## src/rwps_defs.vh

```
// Constants for the reset, wake and pin sequencer
`ifndef RWPS_DEFS_VH
`define RWPS_DEFS_VH

// ------------------------------------------------------------
// Clock and timing
// ------------------------------------------------------------
`define RWPS_CLK_PERIOD_NS    40
`define RWPS_RST_MIN_PERIODS  3
`define RWPS_POST_RST_PERIODS 38
`define RWPS_INT_HIGH_PERIODS 2
`define RWPS_INT_LOW_PERIODS  3
`define RWPS_WAKE_LOW_PERIODS 3
`define RWPS_CLKGEN_WAKE_US   1250
`define RWPS_CLKGEN_WAKE_CYC  ((`RWPS_CLKGEN_WAKE_US * 1000 + `RWPS_CLK_PERIOD_NS - 1) / `RWPS_CLK_PERIOD_NS)

// ------------------------------------------------------------
// Reset values of the high and float pin groups
// ------------------------------------------------------------
`define RWPS_HIGH_GROUP_RST   1'b1
`define RWPS_FLOAT_OE_RST     1'b0

// ------------------------------------------------------------
// Sequencer state codes
// ------------------------------------------------------------
`define RWPS_ST_RESET         3'h0
`define RWPS_ST_RELEASE       3'h1
`define RWPS_ST_RUN           3'h2
`define RWPS_ST_CPU_IDLE      3'h3
`define RWPS_ST_CLK_IDLE      3'h4
`define RWPS_ST_CLK_START     3'h5

`endif

```

## src/rwps_pulse_qual.v

```verilog
// Qualifier for one active-low interrupt or wake line
`timescale 1ns/1ps
`include "rwps_defs.vh"

module rwps_pulse_qual #(
  parameter HIGH_MIN = `RWPS_INT_HIGH_PERIODS,
  parameter LOW_MIN  = `RWPS_INT_LOW_PERIODS
) (
  // Clock and reset
  input  wire clk_in,
  input  wire rst_n_in,
  // Line and mode
  input  wire line_n_in,
  input  wire level_mode_in,
  // Results
  output reg  edge_pulse_out,
  output reg  level_pulse_out,
  output wire low_ok_out
);

  reg       sync1_q;
  reg       sync2_q;
  reg [2:0] hi_cnt_q;
  reg [2:0] lo_cnt_q;
  reg [2:0] rep_cnt_q;
  reg       armed_q;

  assign low_ok_out = (lo_cnt_q >= LOW_MIN[2:0]);

  // ------------------------------------------------------------
  // Two-stage synchroniser and qualification counters
  // ------------------------------------------------------------
  always @(posedge clk_in or negedge rst_n_in) begin
    if (!rst_n_in) begin
      sync1_q         <= 1'b1;
      sync2_q         <= 1'b1;
      hi_cnt_q        <= 3'h0;
      lo_cnt_q        <= 3'h0;
      rep_cnt_q       <= 3'h0;
      armed_q         <= 1'b0;
      edge_pulse_out  <= 1'b0;
      level_pulse_out <= 1'b0;
    end else begin
      sync1_q         <= line_n_in; // [RQ13]
      sync2_q         <= sync1_q;
      edge_pulse_out  <= 1'b0;
      level_pulse_out <= 1'b0;
      if (sync2_q) begin
        lo_cnt_q  <= 3'h0;
        rep_cnt_q <= 3'h0;
        if (hi_cnt_q != 3'h7)
          hi_cnt_q <= hi_cnt_q + 3'h1;
        if (hi_cnt_q + 3'h1 >= HIGH_MIN[2:0])
          armed_q <= 1'b1;
      end else begin
        hi_cnt_q <= 3'h0;
        if (lo_cnt_q != 3'h7)
          lo_cnt_q <= lo_cnt_q + 3'h1;
        // High then low long enough signals once
        if (armed_q && lo_cnt_q + 3'h1 == LOW_MIN[2:0]) begin // [RQ13]
          edge_pulse_out <= 1'b1;
          armed_q        <= 1'b0;
        end
        // Level mode repeats every qualified low span; own count so
        // the low length seen by the wake logic keeps growing until it saturates at 7
        if (level_mode_in) begin
          if (rep_cnt_q + 3'h1 >= LOW_MIN[2:0]) begin // [RQ12]
            level_pulse_out <= 1'b1;
            rep_cnt_q       <= 3'h0;
          end else begin
            rep_cnt_q <= rep_cnt_q + 3'h1;
          end
        end else begin
          rep_cnt_q <= 3'h0;
        end
      end
    end
  end

endmodule // rwps_pulse_qual

```

## src/rwps_sequencer.v

```verilog
// Reset, pin group, interrupt and wake sequencer
// Contract
// RQ1 - Board holds reset three input clocks post-oscillator
// RQ2 - Bypass: reset low three clocks after valid
// RQ3 - Warm reset needs three CPU clocks low
// RQ4 - Keeper pins hold during reset, release within 38
// RQ5 - Host interrupt and flag high within 38
// RQ6 - Float pins tristate within 38 after reset
// RQ7 - Float pins stop driving one clock after fall
// RQ8 - Interrupt needs two high, three low periods
// RQ9 - CPU-idle wake needs three low periods
// RQ10 - Clock-idle wake restarts clock after 1.25 ms
// RQ11 - Wake stays low three periods after restart
// RQ12 - After clock idle, interrupt level-sensitive until rise
// RQ13 - Inputs synchronised, interrupt qualified high then low
`timescale 1ns/1ps
`include "rwps_defs.vh"

module rwps_sequencer #(
  parameter NUM_INT     = 2,
  parameter KEEP_W      = 16,
  parameter FLOAT_W     = 8,
  parameter POST_RST    = `RWPS_POST_RST_PERIODS,
  parameter CLKGEN_WAKE = `RWPS_CLKGEN_WAKE_CYC
) (
  // Clock and reset
  input  wire               REF_CLK_IN,
  input  wire               RESETN_IN,
  // Board reset pin
  input  wire               EXT_RESET_N_IN,
  // External interrupt and wake lines
  input  wire [NUM_INT-1:0] EXT_INTERRUPT_N_IN,
  // Core side requests
  input  wire               CPU_IDLE_REQ_IN,
  input  wire               CLK_IDLE_REQ_IN,
  input  wire               FLAG_SET_IN,
  input  wire               FLAG_CLR_IN,
  input  wire               HOST_INT_REQ_IN,
  input  wire [KEEP_W-1:0]  KEEP_DATA_IN,
  input  wire [FLOAT_W-1:0] FLOAT_DATA_IN,
  input  wire [FLOAT_W-1:0] FLOAT_OE_IN,
  // Core side status
  output reg                CORE_RESET_N_OUT,
  output reg                CPU_CLK_EN_OUT,
  output reg                CLKGEN_EN_OUT,
  output reg  [NUM_INT-1:0] CORE_INT_OUT,
  // Pin groups
  output reg  [KEEP_W-1:0]  KEEP_PIN_OUT,
  output reg                HOST_INTERRUPT_OUT,
  output reg                FLAG_OUTPUT_OUT,
  output reg  [FLOAT_W-1:0] FLOAT_PIN_OUT,
  output reg  [FLOAT_W-1:0] FLOAT_PIN_OE_OUT
);

  reg  [2:0]  state_q;
  reg  [2:0]  state_d;
  reg         rst_s1_q;
  reg         rst_s2_q;
  reg  [1:0]  rst_lo_cnt_q;
  reg  [5:0]  post_cnt_q;
  reg  [31:0] wake_cnt_q;
  reg  [NUM_INT-1:0] level_mode_q;
  reg  [NUM_INT-1:0] int_n_s_q;
  wire [NUM_INT-1:0] edge_p;
  wire [NUM_INT-1:0] level_p;
  wire [NUM_INT-1:0] low_ok;
  wire        warm_rst;
  wire        any_wake;
  wire        in_reset_d;

  // ------------------------------------------------------------
  // Warm reset recognition
  // ------------------------------------------------------------
  // Pulses shorter than three clocks are ignored as glitches
  assign warm_rst = !rst_s2_q && (rst_lo_cnt_q == 2'h2); // [RQ3]
  assign any_wake = |low_ok;

  always @(posedge REF_CLK_IN or negedge RESETN_IN) begin
    if (!RESETN_IN) begin
      rst_s1_q     <= 1'b0;
      rst_s2_q     <= 1'b0;
      rst_lo_cnt_q <= 2'h0;
    end else begin
      rst_s1_q <= EXT_RESET_N_IN; // [RQ13]
      rst_s2_q <= rst_s1_q;
      if (rst_s2_q)
        rst_lo_cnt_q <= 2'h0;
      else if (rst_lo_cnt_q != 2'h3)
        rst_lo_cnt_q <= rst_lo_cnt_q + 2'h1;
    end
  end

  // ------------------------------------------------------------
  // Interrupt qualifiers
  // ------------------------------------------------------------
  genvar gi;
  generate
    for (gi = 0; gi < NUM_INT; gi = gi + 1) begin : g_int
      rwps_pulse_qual #(
        .HIGH_MIN (`RWPS_INT_HIGH_PERIODS),
        .LOW_MIN  (`RWPS_INT_LOW_PERIODS)
      ) u_qual (
        .clk_in          (REF_CLK_IN),
        .rst_n_in        (RESETN_IN),
        .line_n_in       (EXT_INTERRUPT_N_IN[gi]),
        .level_mode_in   (level_mode_q[gi]),
        .edge_pulse_out  (edge_p[gi]),
        .level_pulse_out (level_p[gi]),
        .low_ok_out      (low_ok[gi])
      );

      // Level mode ends at the first rise after wake
      always @(posedge REF_CLK_IN or negedge RESETN_IN) begin
        if (!RESETN_IN) begin
          level_mode_q[gi] <= 1'b0;
          int_n_s_q[gi]    <= 1'b1;
        end else begin
          int_n_s_q[gi] <= low_ok[gi] ? 1'b0 : 1'b1;
          if (state_q == `RWPS_ST_CLK_IDLE)
            level_mode_q[gi] <= 1'b1; // [RQ12]
          else if (state_q == `RWPS_ST_RUN && !low_ok[gi] && !int_n_s_q[gi])
            level_mode_q[gi] <= 1'b0; // [RQ12]
        end
      end
    end
  endgenerate

  // ------------------------------------------------------------
  // Sequencer
  // ------------------------------------------------------------
  always @* begin
    state_d = state_q;
    case (state_q)
      `RWPS_ST_RESET:     if (rst_s2_q) state_d = `RWPS_ST_RELEASE;
      `RWPS_ST_RELEASE:   if (post_cnt_q == POST_RST[5:0] - 6'h1) state_d = `RWPS_ST_RUN;
      `RWPS_ST_RUN: begin
        if (CLK_IDLE_REQ_IN)
          state_d = `RWPS_ST_CLK_IDLE;
        else if (CPU_IDLE_REQ_IN)
          state_d = `RWPS_ST_CPU_IDLE;
      end
      // CPU-only idle wakes on a qualified three-clock low
      `RWPS_ST_CPU_IDLE:  if (any_wake) state_d = `RWPS_ST_RUN; // [RQ9]
      `RWPS_ST_CLK_IDLE:  if (any_wake) state_d = `RWPS_ST_CLK_START; // [RQ10]
      // Oscillator restart time is modelled as a fixed wait
      `RWPS_ST_CLK_START: if (wake_cnt_q >= CLKGEN_WAKE) state_d = `RWPS_ST_RUN; // [RQ10]
      default:            state_d = `RWPS_ST_RESET;
    endcase
    if (warm_rst)
      state_d = `RWPS_ST_RESET;
  end

  // Core held while the next state is reset or release
  assign in_reset_d = (state_d == `RWPS_ST_RESET) || (state_d == `RWPS_ST_RELEASE);

  always @(posedge REF_CLK_IN or negedge RESETN_IN) begin
    if (!RESETN_IN) begin
      state_q    <= `RWPS_ST_RESET;
      post_cnt_q <= 6'h0;
      wake_cnt_q <= 32'h0;
    end else begin
      state_q <= state_d;
      if (state_q == `RWPS_ST_RELEASE)
        post_cnt_q <= post_cnt_q + 6'h1;
      else
        post_cnt_q <= 6'h0;
      if (state_q == `RWPS_ST_CLK_START)
        wake_cnt_q <= wake_cnt_q + 32'h1;
      else
        wake_cnt_q <= 32'h0;
    end
  end

  // ------------------------------------------------------------
  // Pin groups and core outputs
  // ------------------------------------------------------------
  always @(posedge REF_CLK_IN or negedge RESETN_IN) begin
    if (!RESETN_IN) begin
      CORE_RESET_N_OUT   <= 1'b0;
      CPU_CLK_EN_OUT     <= 1'b1;
      CLKGEN_EN_OUT      <= 1'b1;
      CORE_INT_OUT       <= {NUM_INT{1'b0}};
      KEEP_PIN_OUT       <= {KEEP_W{1'b0}};
      HOST_INTERRUPT_OUT <= `RWPS_HIGH_GROUP_RST;
      FLAG_OUTPUT_OUT    <= `RWPS_HIGH_GROUP_RST;
      FLOAT_PIN_OUT      <= {FLOAT_W{1'b0}};
      FLOAT_PIN_OE_OUT   <= {FLOAT_W{`RWPS_FLOAT_OE_RST}};
    end else begin
      CORE_RESET_N_OUT <= !in_reset_d;
      CPU_CLK_EN_OUT   <= (state_d != `RWPS_ST_CPU_IDLE) && (state_d != `RWPS_ST_CLK_IDLE)
                          && (state_d != `RWPS_ST_CLK_START);
      CLKGEN_EN_OUT    <= (state_d != `RWPS_ST_CLK_IDLE);
      // Next state gates delivery, so a wake interrupt reaches the woken core
      CORE_INT_OUT     <= (state_d == `RWPS_ST_RUN) ? (edge_p | level_p) : {NUM_INT{1'b0}};
      // Raw pin meets the one-clock drop; the synchronised copy is two late
      if (!EXT_RESET_N_IN || in_reset_d) begin
        FLOAT_PIN_OE_OUT <= {FLOAT_W{`RWPS_FLOAT_OE_RST}}; // [RQ7] [RQ6]
      end else begin
        FLOAT_PIN_OE_OUT <= FLOAT_OE_IN;
        FLOAT_PIN_OUT    <= FLOAT_DATA_IN;
      end
      // High group moves on the same edge as the core reset
      if (in_reset_d) begin
        HOST_INTERRUPT_OUT <= `RWPS_HIGH_GROUP_RST; // [RQ5]
        FLAG_OUTPUT_OUT    <= `RWPS_HIGH_GROUP_RST; // [RQ5]
      end else begin
        HOST_INTERRUPT_OUT <= !HOST_INT_REQ_IN;
        if (FLAG_SET_IN)
          FLAG_OUTPUT_OUT <= 1'b1;
        else if (FLAG_CLR_IN)
          FLAG_OUTPUT_OUT <= 1'b0;
      end
      // Keeper pins hold through reset, then settle to zero
      if (state_q == `RWPS_ST_RESET)
        KEEP_PIN_OUT <= KEEP_PIN_OUT; // [RQ4]
      else if (state_q == `RWPS_ST_RELEASE)
        KEEP_PIN_OUT <= {KEEP_W{1'b0}}; // [RQ4]
      else
        KEEP_PIN_OUT <= KEEP_DATA_IN;
    end
  end

endmodule // rwps_sequencer

```

## config.mk

```make
export PLATFORM = sky130hd
export DESIGN_NAME = rwps_sequencer
export DESIGN_NICKNAME = d
export VERILOG_FILES = /design/src/rwps_pulse_qual.v /design/src/rwps_sequencer.v
export VERILOG_INCLUDE_DIRS = /design/src
export SDC_FILE = /design/constraint.sdc
export NUM_CORES = 1
export LEC_CHECK = 0
export ABC_AREA = 1
export BUFFER_PORTS_ARGS = -buffer_cell sky130_fd_sc_hd__clkbuf_2
export CAP_MARGIN = 10
export CORE_MARGIN = 3
export CORE_UTILIZATION = 30
export DETAILED_ROUTE_END_ITERATION = 16
export HOLD_SLACK_MARGIN = 0.08
export PLACE_DENSITY = 0.48
export SLEW_MARGIN = 0
export SYNTH_ARGS = -nofsm -noshare
export SYNTH_HDL_FRONTEND = slang
export SYNTH_SLANG_ARGS = --single-unit
```

## constraint.sdc

```tcl
create_clock -name REF_CLK_IN -period 2.3 [get_ports REF_CLK_IN]
set_clock_uncertainty 0.15 [all_clocks]
set_input_delay 0.23 -clock REF_CLK_IN [delete_from_list [all_inputs] [get_ports REF_CLK_IN]]
set_output_delay 0.23 -clock REF_CLK_IN [all_outputs]
set_load 0.02 [all_outputs]
```

==> flow_metrics.py, run 1 <==
metrics = {
    "timing": {
        "rsz0062_at_grt": "false",
        "fmax_ghz": 0.485,
        "hold_violations": 0,
        "period_minus_slack_ns": 2.06,
        "fin_crit_sh_pct": 89.6,
        "tns_ns": 0,
        "setup_viol": 0,
        "drv_slew": 0,
    },
    "worst_setup_path": {
        "setup.worst_path.start": "g_int[0].u_qual.lo_cnt_q[0]",
        "worst_r2r_startpoint": "g_int[0].u_qual.lo_cnt_q[0]",
        "end_kind": "flip-flop",
        "startpoint_type": "flip-flop",
        "arrival_ns": 2.23,
        "crit_type": "reg -> reg",
        "path_max_fanout": 5,
        "crit_required_ns": 2.47,
    },
    "layout": {
        "regArea_mm2": 0.00292,
        "n_antenna_cell": 0,
        "area_delta_synth_final_pct": 31.1,
        "drive_above_1_share_pct": 20.0,
        "nets": 833,
        "multiInputGateArea_mm2": 0.00219,
        "fill_cells": 1821,
        "postLayoutCoreUtil_pct": 40.3,
    },
    "route": {
        "drc_errors": 0,
        "drt_iter0_drc": 192,
        "ant_nets": 0,
        "vias": 4585,
        "wl_per_cell_um": 12.6,
        "vias_per_cell": 4.54,
        "drt_pre_antenna_iters": 5,
        "postRouteWirelength_um": 12700,
    },
    "floorplanning": {
        "io_pins": 81,
        "fp.dieArea_mm2": 0.0202,
        "fp.dieW_um": 142,
        "die_h_um": 142,
        "rows": 49,
        "initial_utilization_pct": 30.7,
        "core_mm2": 0.0181,
    },
    "power": {
        "p_leak_uw": 0.00363,
        "ir_drop_mv": 0.488,
        "powerDensity_mw_per_mm2": 745,
    },
    "placed_design": {
        "portBuffers": 80,
        "globalplace.congestion": 0.826,
        "hpwlAfterDp_um": 9240,
    },
    "clocking": {
        "h-tree-depth": 4,
        "cts_tree": "yes",
        "cts.sinks": 116,
        "cts_made_buffers": 17,
        "worst_skew_pair.late_latency_ns": 0.42,
        "clockRootBuffer": "clkbuf_16",
        "clk_pin_slew_ns": 0.06,
        "clockBufferDepth": 2,
    },
    "yosys": {
        "yosys.area.top_type": "dfrtp_1",
        "synth_cells": 630,
        "synth_top_cell_area_share_pct": 47.8,
        "syn_area_mm2": 0.00555,
        "synth_edf_count": 0,
        "synth.avg_cell_area_um2": 8.81,
        "synthArstFlopShare_pct": 100,
        "synth_ff_type": "dfrtp_1",
        "yosys_warnings": 0,
        "yosysUniqueCellTypes": 41,
        "synthTopCellsByArea": "dfrtp_1, inv_1, nand2_1",
        "ys_seq_area_share_pct": 52.5,
        "synth-seq-cells": 116,
    },
    "global_route": {
        "grt_pass1_vias": 4672,
        "grtUsageTotal_pct": 13.5,
        "globalRoute.totalOverflow": 0,
        "grt_pass1_wl_um": 22200,
        "antenna_found_initial": 0,
        "grt_max_degree": 52,
    },
    "job": {
        "max_cap_viol_count": 0,
    },
    "worst_hold_path": {
        "hp-class": "in -> async",
    },
    "status": {
        "status": "finished, final reports clean",
    },
}
## per-stage QoR
stage	power (uW)	setup slack (ns)	instances	cell area, um^2	hold slack (ns)
floorplan	2550	0.504	631	5560	-0.216
global placement	2720	0.226	938	6290	0.0367
detailed placement	2740	0.165	938	6290	0.0441
CTS	5510	0.156	1009	7280	0.152
global route	5700	0.00571	1009	7280	0.184
finish	5430	0.240	1009	7280	0.141
## registers in the layout, indices dropped and copies added, names as in the netlist, 3 cells and up
register                flops
state_q                     3
g_int.u_qual.hi_cnt_q       6
g_int.u_qual.lo_cnt_q       6
FLOAT_PIN_OUT               8
wake_cnt_q                 32
g_int.u_qual.rep_cnt_q      6
post_cnt_q                  6
KEEP_PIN_OUT               16
FLOAT_PIN_OE_OUT            8
## cell type report
cell class,instances,area share (%)
Clock buffer,17,5.84
Sequential cell,116,40.0
Timing Repair Buffer,130,12.4
Clock inverter,15,2.39
Multi-Input combinational cell,399,30.1
Tap cell,229,3.94
Inverter,103,5.36
## cell usage after synthesis, drive strengths merged, types with 6 or more instances
cell and number:
nand4 12, nand3 51, clkbuf 8, nor2 86, inv 101, ha 24, a211oi 6, o21ai 38
nor3 32, dfstp 10, dfrtp 106, xor2 8, a21oi 23, nand2 97
## worst paths after layout
check                                     endpoint  slack, ns  depth (start not counted)
max in group asynchronous  g_int[1].u_qual.sync1_q       1.18                          3
max                                CORE_INT_OUT[1]       0.24                         13
min in group REF_CLK_IN                 state_q[0]       0.20                          7
min reg2reg                g_int[1].u_qual.sync2_q       0.20                          0
min                                KEEP_PIN_OUT[0]       0.14                          2
max reg2reg                        CORE_INT_OUT[1]       0.24                         13
## power breakdown
part / leakage (uW) / switching (uW) / total [uW] / internal [uW]
logic: 0.00179 / 297 / 510 / 212
clock network: 0.000293 / 1050 / 2680 / 1630
registers: 0.00155 / 84.8 / 2240 / 2150
## cells by family after synthesis
logic type / count (synthesis) / synth area share (%)
xor+xnor: 11 / 1.74
simple gates: 286 / 24.6
fa+ha+maj: 24 / 5.41
compound gates: 76 / 7.55
buf+inv: 116 / 8.14
other cells: 1 / 0.0675
flops: 116 / 52.5
## cells in the final DEF (no fill, tap or decap), drive strengths merged, types with 6 or more instances in the layout
cell type	synthesis	final
dfrtp	106	106
a21oi	23	23
dfstp	10	10
clkinv	2	8
nor2	86	86
o21ai	38	38
inv	101	107
clkbuf	8	96
nor3	32	32
a211oi	6	6
dlygate4sd3	0	39
xor2	8	8
buf	5	12
ha	24	24
nand2	97	97
nand3	51	51
nand4	12	12
## layer usage
metal  track usage [%]  routed length, um
met3              3.09                372
met4              5.25                214
met5                 0                  0
met2              21.8               6260
met1              17.5               5890
## worst max-delay path: stages, from the launching register on
cell	delay (ns)
dfrtp_1	0.42
ha_1	0.23
ha_1	0.18
inv_1	0.05
nand3_1	0.10
inv_1	0.09
nand2_1	0.08
nand2_1	0.06
nand2_1	0.05
nor2_1	0.09
nand2_1	0.08
inv_1	0.09
nand2_1	0.11
nor2_1	0.19
## what timing repair did
action                     in CTS  in global routing
buffers inserted                0                  0
hold endpoints to repair      145                  0
setup endpoints to repair       0                  9
resized for setup               0                  2
hold buffers                   39                  0
No activity file was read; power rests on OpenSTA's default activity.
==> inputs of run 2 (changes only) <==
- ABC_AREA: 1 -> default
- PLACE_DENSITY: 0.48 -> 0.49
==> run 2 against run 1 <==
Clock power about the same. Count of clock-buffer cells in the layout up 6. Sequential share of layout area up 1.8 points. Setup slack worse by 0.088 ns. Largest cell class unchanged. Largest power group is now registers.
==> flow_metrics.py, run 2 <==
metrics = {
    "status": {
        "status": "finished, final reports clean",
    },
    "worst_setup_path": {
        "crit_chain": "ha_1 -> ha_1 -> a211oi_2 -> a211oi_1 -> a41oi_1 -> nand4_2 -> buf_4 -> and2_2",
        "startpoint_type": "flip-flop",
        "arrival_ns": 2.29,
        "crit_required_ns": 2.44,
        "crit_buf_inv": 1,
        "cp_top_family": "compound AO/OA/AOI/OAI gates",
        "path_common_cell": "ha_1",
        "path_max_fanout": 4,
        "crit_cells": 8,
        "end_kind": "flip-flop",
        "cpMaxStageDelayCell": "dfrtp_1",
        "critical_path.max_stage_delay_ns": 0.42,
        "crit_type": "reg -> reg",
        "r2r_cells": 8,
    },
    "clocking": {
        "clk_pin_slew_ns": 0.05,
        "cts_tree": "yes",
        "cts_made_buffers": 17,
        "clockRootBuffer": "clkbuf_16",
        "ctsResizeCount": 0,
        "worst_skew_pair.late_latency_ns": 0.40,
        "h-tree-depth": 4,
        "clockBufferDepth": 2,
        "cts.sinks": 116,
    },
    "yosys": {
        "synthArstFlopShare_pct": 100,
        "synthTopCellsByArea": "dfrtp_1, ha_1, nor2_1",
        "yosysMostFrequentCell": "dfrtp_1",
        "synth.avg_cell_area_um2": 10.6,
        "synth-xor-area-share_pct": 6.87,
        "ys_seq_area_share_pct": 55.8,
        "synth_ff_type": "dfrtp_1",
        "yosysUniqueCellTypes": 50,
        "syn_area_mm2": 0.00523,
        "yosys.area.top_type": "dfrtp_1",
        "yosys_warnings": 0,
        "synth_cells": 491,
        "synth_compound_area_share_pct": 5.15,
        "synth_edf_count": 0,
        "synth_mux_area_share_pct": 2.11,
        "synth_fa_ha_area_share_pct": 5.74,
        "synth-simple-area-share_pct": 21.7,
        "synth_top_cell_area_share_pct": 50.7,
        "synth-seq-cells": 116,
        "synth_common_cells": "dfrtp_1, nor2_1, nand2_1",
        "synth_top_family_by_area": "simple AND/OR/NAND/NOR gates",
    },
    "floorplanning": {
        "fp.dieArea_mm2": 0.0190,
        "rows": 47,
        "io_pins": 81,
        "fp.dieW_um": 138,
        "core_mm2": 0.0168,
        "initial_utilization_pct": 31.1,
        "die_h_um": 138,
    },
    "layout": {
        "top_register": "wake_cnt_q",
        "final_common_cell": "dfrtp_1",
        "layout_common_cells": "dfrtp_1, clkbuf_2, nor2_1",
        "drive_above_1_share_pct": 23.8,
        "nets": 695,
        "largest_register_ffs": 32,
        "area_delta_synth_final_pct": 33.2,
        "n_antenna_cell": 0,
        "reg_top3": "wake_cnt_q x32, KEEP_PIN_OUT x16",
    },
    "timing": {
        "max_slew_margin_pct": 57.9,
        "rsz0062_at_grt": "false",
        "tns_ns": 0,
        "setup_slack_ns": 0.152,
        "hold_violations": 0,
        "worst_pin_slew_ns": 0.631,
        "drv_slew": 0,
        "setup_viol": 0,
        "fin_crit_sh_pct": 93.4,
        "period_minus_slack_ns": 2.15,
        "fmax_ghz": 0.466,
        "fin_worst_hold_slack_ns": 0.197,
    },
    "placed_design": {
        "hpwlAfterDp_um": 7360,
        "portBuffers": 80,
        "pre_cts_ws_ns": 0.0437,
        "globalplace.congestion": 0.789,
    },
    "global_route": {
        "grt_pass1_vias": 3808,
        "grtUsageTotal_pct": 11.8,
        "globalRoute.totalOverflow": 0,
        "grt_max_degree": 117,
        "antenna_found_initial": 0,
        "grt_pass1_wl_um": 18500,
    },
    "route": {
        "wl_per_cell_um": 12.8,
        "drc_errors": 0,
        "drt_iter0_drc": 128,
        "drt_pre_antenna_iters": 4,
        "ant_nets": 0,
        "postRouteWirelength_um": 11100,
        "vias": 3851,
        "vias_per_cell": 4.47,
    },
    "job": {
        "max_cap_viol_count": 0,
    },
    "power": {
        "ir_drop_mv": 0.553,
        "powerDensity_mw_per_mm2": 1040,
        "p_leak_uw": 0.00322,
    },
    "worst_hold_path": {
        "hp-class": "reg -> reg",
        "min_path_cells": 0,
    },
}
## run 2: cell families (layout without fill, tap and decap cells)
kind of cell / after synthesis / after routing
buffers and inverters: 34 / 184
xor gates and xnor gates: 41 / 41
adders and majority gates: 24 / 24
other: 1 / 2
and+or+nand+nor: 221 / 221
AOI/OAI and AO/OA: 44 / 44
DFF: 116 / 116
muxes: 10 / 10
## run 2: stage by stage
step	instance area, um^2	power [uW]	std cells	util [%]
2_1_floorplan	5230	3910	492	-
3_3_place_gp	5950	4520	789	35.4
3_5_place_dp	5950	4550	789	35.4
4_1_cts	6960	7320	861	41.4
5_1_grt	6970	7690	862	41.4
6_report	6970	7230	862	41.4
## run 2: area by class of cell
cell class | instances | area [um^2]
fillers | 1618 | 9850
flip-flops and latches | 116 | 2920
multi-input cells | 342 | 2180
repair buffers | 135 | 928
clock buffers | 23 | 478
well taps | 220 | 275
clock inverters | 9 | 126
inverters | 17 | 63.8
## run 2: power by group
group | internal (uW) | switching, uW | leakage [uW]
Clock | 1780 | 869 | 0.000297
Sequential | 2430 | 253 | 0.00152
Combinational | 748 | 1150 | 0.00141
## run 2: final timing paths
path	start	endpoint	slack, ns
max in group asynchronous	RESETN_IN	rst_s1_q	1.22
min	rst_s1_q	rst_s2_q	0.20
max	g_int[0].u_qual.lo_cnt_q[1]	state_q[0]	0.15
max reg2reg	g_int[0].u_qual.lo_cnt_q[1]	state_q[0]	0.15
min in group asynchronous	RESETN_IN	KEEP_PIN_OUT[15]	0.31
min reg2reg	rst_s1_q	rst_s2_q	0.20
## run 2: routing by layer
layer  part of all wire, %  vias to the layer above  global-route usage, %
met3                   3.3                       17                   3.21
met1                    49                     1846                   15.2
met5                     0                        -                      0
met2                    46                       65                   18.6
li1                      -                     1923                      -
met4                   2.1                        0                   5.46
## run 2: timing repair
| action | 4_1_cts | 5_1_grt |
|---|---|---|
| hold buffers | 40 | 0 |
| hold endpoints to repair | 144 | 0 |
| setup buffers | 0 | 1 |
| endpoints found under the setup margin | 0 | 1 |
